`config.mk`:
```
export PLATFORM = sky130hd
export DESIGN_NAME = channel_sequencer_instruction_exec
export DESIGN_NICKNAME = d
export VERILOG_FILES = /design/src/rtl/seq_exec_pkg.sv /design/src/rtl/channel_sequencer_instruction_exec.sv /design/src/rtl/rel_resolve.sv
export SDC_FILE = /design/constraint.sdc
export NUM_CORES = 1
export LEC_CHECK = 0
export BUFFER_PORTS_ARGS = -buffer_cell sky130_fd_sc_hd__buf_2
export CAP_MARGIN = 20
export CORE_UTILIZATION = 25
export DETAILED_ROUTE_END_ITERATION = 6
export PLACE_DENSITY = 0.45
export SLEW_MARGIN = 25
export SYNTH_ARGS = -nofsm -noshare
export SYNTH_HDL_FRONTEND = slang
export SYNTH_SLANG_ARGS = --single-unit
```
`constraint.sdc`:
```
create_clock -name CLK -period 4.57 [get_ports CLK]
set_clock_uncertainty 0.1 [all_clocks]
set_input_delay 0.6855 -clock CLK [delete_from_list [all_inputs] [get_ports CLK]]
set_output_delay 0.6855 -clock CLK [all_outputs]
set_load 0.02 [all_outputs]
```
`src/rtl/seq_exec_pkg.sv`:
```
package seq_exec_pkg;

  // ------------------------------------------------------------
  // instruction encoding
  // ------------------------------------------------------------
  localparam int unsigned WORD_W       = 16;
  localparam logic [1:0]  KIND_HALT    = 2'h0;
  localparam logic [1:0]  KIND_REST    = 2'h1;
  localparam int unsigned HDR_KIND_LO  = 0;
  localparam int unsigned HDR_CV_BIT   = 2;
  localparam int unsigned HDR_CC_BIT   = 3;
  localparam int unsigned HDR_SWITCH   = 9;
  localparam int unsigned HDR_LOOP_1ST = 10;
  localparam int unsigned HDR_LOOP_END = 11;
  localparam int unsigned REL_BIT      = 15;
  localparam int unsigned LIMIT_W      = 15;

  // payload slot numbers of charge/discharge
  localparam logic [2:0] SLOT_CURRENT_SETPOINT   = 3'h0;
  localparam logic [2:0] SLOT_VOLTAGE_SETPOINT   = 3'h1;
  localparam logic [2:0] SLOT_RSV2   = 3'h2;
  localparam logic [2:0] SLOT_RSV3   = 3'h3;
  localparam logic [2:0] SLOT_ILIM   = 3'h4;
  localparam logic [2:0] SLOT_VLIM   = 3'h5;
  localparam logic [2:0] SLOT_TLIM   = 3'h6;
  localparam logic [2:0] SLOT_LOOP   = 3'h7;

  localparam logic [7:0]  LOOP_ZERO  = 8'h00;
  localparam logic [15:0] WORD_ZERO  = 16'h0000;
  localparam logic [7:0]  SLOTS_NONE = 8'h00;

  typedef enum logic [1:0] {
    ST_IDLE = 2'b00,
    ST_LOAD = 2'b01,
    ST_RUN  = 2'b10
  } exec_state_type;

  typedef struct packed {
    logic [14:0] current_setpoint;
    logic [14:0] voltage_setpoint;
    logic [14:0] current_end_limit;
    logic [14:0] voltage_gate_limit;
    logic [15:0] time_limit;
    logic [7:0]  loop_iteration_count;
  } params_type;

  // ------------------------------------------------------------
  // payload-slot mask from header
  // ------------------------------------------------------------
  function automatic logic [7:0] slot_mask(input logic [15:0] hdr, input logic autom);
    logic [7:0] m;
    m = SLOTS_NONE;
    if (hdr[1:0] == KIND_REST) begin
      m[SLOT_TLIM] = 1'b1;
    end else if (hdr[1:0] != KIND_HALT) begin
      m[SLOT_CURRENT_SETPOINT] = hdr[HDR_CC_BIT];
      m[SLOT_VOLTAGE_SETPOINT] = hdr[HDR_CV_BIT];
      m[SLOT_RSV2] = 1'b1;
      m[SLOT_RSV3] = 1'b1;
      m[SLOT_ILIM] = hdr[HDR_CV_BIT];
      m[SLOT_VLIM] = hdr[HDR_CC_BIT];
      m[SLOT_TLIM] = 1'b1;
    end
    if (hdr[1:0] != KIND_HALT) begin
      m[SLOT_LOOP] = autom & hdr[HDR_LOOP_1ST];
    end
    return m;
  endfunction

  // lowest set bit index of a mask
  function automatic logic [2:0] first_slot(input logic [7:0] m);
    logic [2:0] r;
    r = 3'h0;
    for (int i = 7; i >= 0; i--) begin
      if (m[i]) begin
        r = 3'(i);
      end
    end
    return r;
  endfunction

endpackage

```
`src/rtl/channel_sequencer_instruction_exec.sv`:
```
`timescale 1ns/1ps
`default_nettype none
module channel_sequencer_instruction_exec (
  input  wire logic                      CLK,
  input  wire logic                      RESET,
  input  wire logic                      CE,
  input  wire logic                      AUTO_MODE,
  input  wire logic                      WORD_VALID,
  input  wire logic [15:0]               WORD_DATA,
  input  wire logic [7:0]                PC_IN,
  input  wire logic                      TIME_DONE,
  input  wire logic [14:0]               LAST_VOLTAGE,
  input  wire logic                      LOOP_HIGH_SIDE,
  input  wire logic                      LOOP_LOW_SIDE,
  output logic                           WORD_READY,
  output logic                           HALTED,
  output logic                           SEQUENCE_FINISHED_FLAG,
  output logic                           HIGH_SIDE_DRIVE,
  output logic                           LOW_SIDE_DRIVE,
  output logic                           FILTER_HOLD,
  output logic                           MEASURE_ENABLE,
  output logic                           BATTERY_SWITCH_VALUE,
  output logic                           INSTR_ACTIVE,
  output logic                           INSTR_DONE,
  output logic                           JUMP_VALID,
  output logic [7:0]                     JUMP_ADDR,
  output seq_exec_pkg::params_type       PARAMS,
  output logic                           VOLTAGE_SET_RELATIVE,
  output logic                           VOLTAGE_GATE_RELATIVE,
  output logic [1:0]                     INSTRUCTION_KIND_FIELD
);
  import seq_exec_pkg::*;

  // ------------------------------------------------------------
  // state
  // ------------------------------------------------------------
  exec_state_type state_ff,   nxt_state;
  logic [15:0]    header_ff,  nxt_header;
  logic [7:0]     pending_ff, nxt_pending;
  params_type     params_ff,  nxt_params;
  logic           halted_ff,  nxt_halted;
  logic           finished_ff, nxt_finished;
  logic           vrel_ff,    nxt_vrel;
  logic           grel_ff,    nxt_grel;
  logic [7:0]     loop_iteration_count_ff, nxt_loop_iteration_count;
  logic [7:0]     loop_addr_ff, nxt_loop_addr;
  logic           done_ff,    nxt_done;
  logic           jump_ff,    nxt_jump;
  logic [7:0]     hdr_addr_ff, nxt_hdr_addr;
  logic [14:0]    voltage_setpoint_abs;
  logic [14:0]    vgate_abs;
  logic [2:0]     slot;
  logic [1:0]     kind;
  logic [7:0]     dec_cnt;

  rel_resolve u_voltage_setpoint (
    .raw_word     (WORD_DATA),
    .last_voltage (LAST_VOLTAGE),
    .resolved     (voltage_setpoint_abs)
  );
  rel_resolve u_vgate (
    .raw_word     (WORD_DATA),
    .last_voltage (LAST_VOLTAGE),
    .resolved     (vgate_abs)
  );

  assign kind = header_ff[HDR_KIND_LO +: 2];
  assign slot = first_slot(pending_ff);
  // ready in idle and in a load turn with a slot pending, whatever CE is: the empty-mask turn and the run refuse it,
  // so a source must qualify the handshake with CE; words in the reserved slots are taken and discarded
  assign WORD_READY = (state_ff == ST_IDLE) ||
                      ((state_ff == ST_LOAD) && (pending_ff != SLOTS_NONE));

  // ------------------------------------------------------------
  // decode and execute
  // ------------------------------------------------------------
  always_comb begin
    nxt_state     = state_ff;
    nxt_header    = header_ff;
    nxt_pending   = pending_ff;
    nxt_params    = params_ff;
    nxt_halted    = halted_ff;
    nxt_finished  = finished_ff;
    nxt_vrel      = vrel_ff;
    nxt_grel      = grel_ff;
    nxt_loop_iteration_count  = loop_iteration_count_ff;
    nxt_loop_addr = loop_addr_ff;
    nxt_hdr_addr  = hdr_addr_ff;
    nxt_done      = 1'b0;
    nxt_jump      = 1'b0;
    dec_cnt       = 8'(loop_iteration_count_ff - 8'h01);
    unique case (state_ff)
      ST_IDLE: begin
        if (WORD_VALID) begin
          nxt_header   = WORD_DATA;
          nxt_hdr_addr = PC_IN;
          nxt_pending  = slot_mask(WORD_DATA, AUTO_MODE);
          if (WORD_DATA[1:0] == KIND_HALT) begin
            nxt_halted   = 1'b1;
            nxt_finished = finished_ff | AUTO_MODE;
            nxt_state    = ST_IDLE;
          end else begin
            nxt_halted   = 1'b0;
            nxt_finished = 1'b0;
            nxt_state    = ST_LOAD;
          end
        end
      end
      ST_LOAD: begin
        if (pending_ff == SLOTS_NONE) begin
          nxt_state = ST_RUN;
        end else if (WORD_VALID) begin
          nxt_pending[slot] = 1'b0;
          unique case (slot)
            SLOT_CURRENT_SETPOINT: nxt_params.current_setpoint = WORD_DATA[14:0];
            SLOT_VOLTAGE_SETPOINT: begin
              nxt_params.voltage_setpoint = voltage_setpoint_abs;
              nxt_vrel = WORD_DATA[REL_BIT];
            end
            SLOT_RSV2, SLOT_RSV3: begin
            end
            SLOT_ILIM: nxt_params.current_end_limit = WORD_DATA[14:0];
            SLOT_VLIM: begin
              nxt_params.voltage_gate_limit = vgate_abs;
              nxt_grel = WORD_DATA[REL_BIT];
            end
            SLOT_TLIM: nxt_params.time_limit = WORD_DATA;
            SLOT_LOOP: begin
              nxt_params.loop_iteration_count = WORD_DATA[7:0];
              nxt_loop_addr = hdr_addr_ff;
              if (loop_iteration_count_ff == LOOP_ZERO) begin
                nxt_loop_iteration_count = WORD_DATA[7:0];
              end
            end
          endcase
        end
      end
      ST_RUN: begin
        if (TIME_DONE) begin
          nxt_done  = 1'b1;
          nxt_state = ST_IDLE;
          if (AUTO_MODE && header_ff[HDR_LOOP_END] && loop_iteration_count_ff != LOOP_ZERO) begin
            nxt_loop_iteration_count = dec_cnt;
            nxt_jump     = (dec_cnt != LOOP_ZERO);
          end
        end
      end
      default: begin
        nxt_state = ST_IDLE;
      end
    endcase
  end

  always_ff @(posedge CLK or posedge RESET) begin
    if (RESET) begin
      state_ff     <= ST_IDLE;
      header_ff    <= WORD_ZERO;
      pending_ff   <= SLOTS_NONE;
      params_ff    <= '0;
      halted_ff    <= 1'b1;
      finished_ff  <= 1'b0;
      vrel_ff      <= 1'b0;
      grel_ff      <= 1'b0;
      loop_iteration_count_ff  <= LOOP_ZERO;
      loop_addr_ff <= LOOP_ZERO;
      hdr_addr_ff  <= LOOP_ZERO;
      done_ff      <= 1'b0;
      jump_ff      <= 1'b0;
    end else if (CE) begin
      state_ff     <= nxt_state;
      header_ff    <= nxt_header;
      pending_ff   <= nxt_pending;
      params_ff    <= nxt_params;
      halted_ff    <= nxt_halted;
      finished_ff  <= nxt_finished;
      vrel_ff      <= nxt_vrel;
      grel_ff      <= nxt_grel;
      loop_iteration_count_ff  <= nxt_loop_iteration_count;
      loop_addr_ff <= nxt_loop_addr;
      hdr_addr_ff  <= nxt_hdr_addr;
      done_ff      <= nxt_done;
      jump_ff      <= nxt_jump;
    end
  end

  // ------------------------------------------------------------
  // outputs
  // ------------------------------------------------------------
  logic run_cd;
  logic run_rest;
  assign run_cd   = (state_ff == ST_RUN) && !halted_ff && kind != KIND_REST && kind != KIND_HALT;
  assign run_rest = (state_ff != ST_IDLE) && kind == KIND_REST;

  assign HIGH_SIDE_DRIVE = run_cd & LOOP_HIGH_SIDE;
  assign LOW_SIDE_DRIVE  = run_cd & LOOP_LOW_SIDE;
  assign FILTER_HOLD     = run_rest;
  assign MEASURE_ENABLE  = 1'b1;
  assign HALTED                 = halted_ff;
  assign SEQUENCE_FINISHED_FLAG = finished_ff;
  assign BATTERY_SWITCH_VALUE   = header_ff[HDR_SWITCH];
  assign INSTR_ACTIVE           = (state_ff == ST_RUN);
  assign INSTR_DONE             = done_ff;
  assign JUMP_VALID             = jump_ff;
  assign JUMP_ADDR              = loop_addr_ff;
  assign PARAMS                 = params_ff;
  assign VOLTAGE_SET_RELATIVE   = vrel_ff;
  assign VOLTAGE_GATE_RELATIVE  = grel_ff;
  assign INSTRUCTION_KIND_FIELD = kind;

endmodule // channel_sequencer_instruction_exec
`default_nettype wire

```
`src/rtl/rel_resolve.sv`:
```
`timescale 1ns/1ps
`default_nettype none
module rel_resolve (
  input  wire logic [15:0] raw_word,
  input  wire logic [14:0] last_voltage,
  output logic      [14:0] resolved
);
  import seq_exec_pkg::*;

  // offset wraps in 15 bits; the sign of the offset is not defined
  always_comb begin
    if (raw_word[REL_BIT]) begin
      resolved = 15'(raw_word[14:0] + last_voltage);
    end else begin
      resolved = raw_word[14:0];
    end
  end
endmodule // rel_resolve
`default_nettype wire

```
# Yosys cells after proc, flatten, opt, wreduce, memory -nomap -nowiden
# Index checks and enable logic that the tools add are counted.
# op_classes
addsub	2
bitwise	7
order_cmp	2
eq_ne	18
reduce_logical	33
n_mux	38
# ops
cell	n
8-bit 2-to-1 mux	9
5-bit AND reduction	7
8-bit one-hot mux with 2 select lines	2
3-bit 2-to-1 mux	8
8-bit nonzero test	3
8-bit zero test	2
15-bit adder	1
15-bit 2-to-1 mux	1
3-bit == test, second input constant	4
1-bit 2-to-1 mux	11
2-bit by 1-bit != test with 1-bit output, second input constant	5
2-bit nonzero test	5
8-bit bitwise AND	1
1-bit logical AND	8
2-bit != test, second input constant	4
8-bit inverter	1
8-bit AND reduction	1
8-bit by 1-bit subtractor with 8-bit output, second input constant	1
7-bit 2-to-1 mux	1
2-bit by 1-bit == test with 1-bit output, second input constant	3
2-bit 2-to-1 mux	3
6-bit 2-to-1 mux	1
2-bit one-hot mux with 3 select lines	1
2-bit zero test	2
13 further kinds	15
# totals
output_inout_bits	107
inputBits	47
register_bits	136

# Depth between registers and ports, before layout
# depth
ltp_word	17
mapped_depth	9
mapped_depth_nobuf	9

# By module
# A second synthesis with hierarchy kept.
# unflattened
cells_unflattened	633
area_unflattened_um2	7263.2
# modules_own_cells
mod	cells_each	n_inst	seq_area_each_um2	area_per_inst_um2
channel_sequencer_instruction_exec	407	1	3204.3	5476.5
rel_resolve	113	2	0.0	893.4

# Worst setup path after synthesis
# Ideal clock, no wire load.
# synth_timing
kind	in2reg
startpoint	input WORD_DATA[0]
endpoint	register params_ff (netlist bit PARAMS[34])
path_stages	9
n_path_buf	0
slack_ps	1981
setup_ps	134
arrival_ps	2354
required_ps	4336
path_cell_list	ha_1 -> fa_1 -> a21oi_1 -> nand4b_1 -> a21o_1 -> a21oi_1 -> or3_1 -> a31oi_1 -> o21ai_0
# synth_between
elab_chain_cells	2
# synth_lines
item	line	text
start: declaration	channel_sequencer_instruction_exec.sv:9	input wire logic [15:0] WORD_DATA,
15-bit adder	rel_resolve.sv:13	resolved = 15'(raw_word[14:0] + last_voltage);
15-bit 2-to-1 mux	rel_resolve.sv:12	if (raw_word[REL_BIT]) begin
end signal: assignment	channel_sequencer_instruction_exec.sv:173	params_ff <= nxt_params;
end: declaration	channel_sequencer_instruction_exec.sv:40	params_type params_ff, nxt_params;
# Every way passes these cells.
# A chain may end at the register's enable or synchronous reset.

# Worst setup path in the final report
# layout_timing
startpoint	register pending_ff[0]
endpoint	output WORD_READY
# layout_between
elab_chain_cells	3
# layout_lines
item	line	text
start: declaration	channel_sequencer_instruction_exec.sv:39	logic [7:0] pending_ff, nxt_pending;
start signal: assignment	channel_sequencer_instruction_exec.sv:172	pending_ff <= nxt_pending;
8-bit nonzero test	channel_sequencer_instruction_exec.sv:72	((state_ff == ST_LOAD) && (pending_ff != SLOTS_NONE));
1-bit logical AND	channel_sequencer_instruction_exec.sv:72	
1-bit logical OR	channel_sequencer_instruction_exec.sv:71	assign WORD_READY = (state_ff == ST_IDLE) ||
end: declaration	channel_sequencer_instruction_exec.sv:15	output logic WORD_READY,
# Every way passes these cells.

==> metrics <==
IO Count approximately 150; routed wire length between 15 and 20 mm; fin util 0.324; DP HPWL 12.4 mm; Worst-Margin Slew about 0.96 ns; critical path's slowest cell dfrtp_1; Area Growth Syn to Fin 27.2%; RSZ-0062 raised after global routing no; filler instances 2576; Setup crit start kind flip-flop; P_leak slightly above 4 nW; clk sinks ~130; PortBufs approximately 150; sequential share of power 0.364; Yosys reg bits ~130; first-pass GRT wire length 27.5 mm; Sw Ratio 0.374; largest net degree at the start of global routing 71; main flop type after synthesis dfrtp_1; slew margin rel. 0.358; clock-pin slew on the worst setup and hold paths 0.06 ns; Clk network pwr share 0.285; layout cells sized above 1 0.377; Final Max Slew Viols 0; Pwr Total 0.00507 W; Largest stage delay, worst path between 0.4 and 0.5 ns; Yosys top cell by area dfrtp_1; CTS tree yes; Comb power frac 0.350; CP Capture Type primary output; CP max FO 6; ys async rst share 1.00; # resized after CTS 0; Synth top area share 0.515; Power Density approximately 650 nW/um2; CP required around 3.8 ns; final hold violations 0; simple-gate share of the synthesized area 0.121; placed cells 1010; H-tree lvl count 4; routed vias/inst between 4 and 5; crit path cell chain nor4_4, nand2_1, nor3_2, a21oi_1, buf_2; Switching Power approximately 0.0019 W; CP arrival between 2 and 2.5 ns; maxcap violations 0; GP Congestion 0.863; post-synthesis adder-cell area fraction 0.0377; CTS buffer count 17; worst-skew pair later-pin latency about 0.42 ns; Die X 159 um; Core Region approximately 24000 um2; critical path depth 5; Internal about 0.0032 W; post-route insts no fill ~1000; clock root cell clkbuf_16; CP Buf/Inv Count 1; number of setup violations in the final report 0; main combinational cell family by area after synthesis multiplexers; Mean Syn Cell Area approximately 11 um2; syn nets 623; via count ~4700; final worst-path cycle share 0.647; Clock Path Buffers 2; XOR/XNOR Fraction of Synth Area 0.0185; Synth Instances 558; initial antenna violation count 0; Worst Reg-to-Reg Cells 5; Worst IR Drop VDD between 0.2 and 0.3 mV; fin nets 770; sequential area share after synthesis 0.519; Post-DRT Antenna Nets 0; Detailed Routing Iterations Pass 1 6; Detailed Route Iter0 Violations between 200 and 300; Die H approximately 160 um; mux cell area share after synthesis 0.152; minimum clock period between 2 and 3 ns; hold_buf cts 0; num rows 57; remaining global-route overflow 0; synthesized area roughly 6000 um2; ANT cells 0; EDFF count, synth 0; GR Util All Layers 0.143; full die area ~25000 um2; Compound-Gate Fraction of Synth Area 0.119; Hold Path Class in2async; TNS Setup 0 ns; Avg WL per Cell roughly 17 um; number of global-route vias before repair about 4700; Starting Density 0.254; family with the most delay on the worst path simple AND/OR/NAND/NOR gates; fmax about 340 MHz; status completed; Synth warnings 0; CP Class reg2out; DRC 0; synth top area cells dfrtp_1 (52%), mux2_2 (12%), o21ai_0 (4.4%); distinct cell type count after synthesis between 50 and 60; Post-CTS Setup Inserts 0
## flip-flops by register name, summed over array words and instances, names as in the netlist, 2 cells and up
register                 cells
header_ff                    4
loop_iteration_count_ff      8
PARAMS                      84
pending_ff                   8
hdr_addr_ff                  8
JUMP_ADDR                    8
state_ff                     2
## routing by layer
metal	up-vias	share of wire	GRT usage
met5	-	0	0
met4	0	0.012	0.0459
met3	19	0.075	0.0531
met2	129	0.44	0.214
met1	2267	0.47	0.191
li1	2279	-	-
## per-stage QoR
step	area [um2]	setup slack, ns	hold WS [ns]
2_1_floorplan	6170	0.374	0.369
3_3_place_gp	7220	1.46	0.358
3_5_place_dp	7230	1.42	0.366
4_1_cts	7850	1.58	0.364
5_1_grt	7850	1.47	0.376
6_report	7850	1.61	0.342
## cells in the mapped netlist (all sizes together), types with 2 or more instances
library cell	instances
dfrtp	127
mux2	73
nand2	59
o21ai	57
nor2	36
a21oi	29
clkbuf	17
ha	17
inv	17
a21o	9
buf	9
mux2i	9
a31oi	7
nand3	7
nor3	7
xor2	7
nor4	6
xnor2	6
nor3b	5
nand2b	4
nor2b	4
o21bai	4
or3	4
nand3b	3
nand4b	3
o21a	3
a211oi	2
a22oi	2
a311oi	2
and2	2
nor4bb	2
o31ai	2
or2	2
## power groups by stage
stage	clock network, W	logic (W)	registers (W)
6_report	0.00145	0.00178	0.00185
5_1_grt	0.00153	0.00194	0.00192
3_5_place_dp	0	0.00180	0.00186
3_3_place_gp	0	0.00179	0.00186
4_1_cts	0.00149	0.00180	0.00185
2_1_floorplan	0	0.000811	0.00223
## cell usage in the layout (no fill, tap or decap), drive strengths merged, types with 5 or more instances in the layout
master / n
a21o: 9
a21oi: 29
a31oi: 7
buf: 154
clkbuf: 20
clkinv: 6
dfrtp: 127
ha: 17
inv: 19
mux2: 73
mux2i: 9
nand2: 59
nand3: 7
nor2: 36
nor3: 7
nor3b: 5
nor4: 6
o21ai: 57
xnor2: 6
xor2: 7
## final timing paths
kind                                    start      endpoint  slack, ns
worst max register to register  pending_ff[0]  JUMP_ADDR[2]       1.77
worst min-delay path                    RESET    PARAMS[76]       0.34
worst max-delay path            pending_ff[0]    WORD_READY       1.61
worst min register to register     PARAMS[56]    PARAMS[56]       0.37
min in group CLK                   PARAMS[56]    PARAMS[56]       0.37
max in group asynchronous               RESET    PARAMS[68]       3.05
## cell families after synthesis
group,Yosys count
buf+inv,43
compound gates,124
mux,82
other cells,1
flops,128
simple gates,149
xor+xnor,13
fa+ha+maj,18
## cell type report
class                           count  area, um2  area share
Clock buffer                       20        467      0.0594
Clock inverter                     12        156      0.0199
Inverter                           17       66.3     0.00845
Multi-Input combinational cell    387       2780       0.354
Sequential cell                   128       3200       0.408
Tap cell                          324        405      0.0516
Timing Repair Buffer              154        776      0.0988
(Power assumes the default switching activity.)
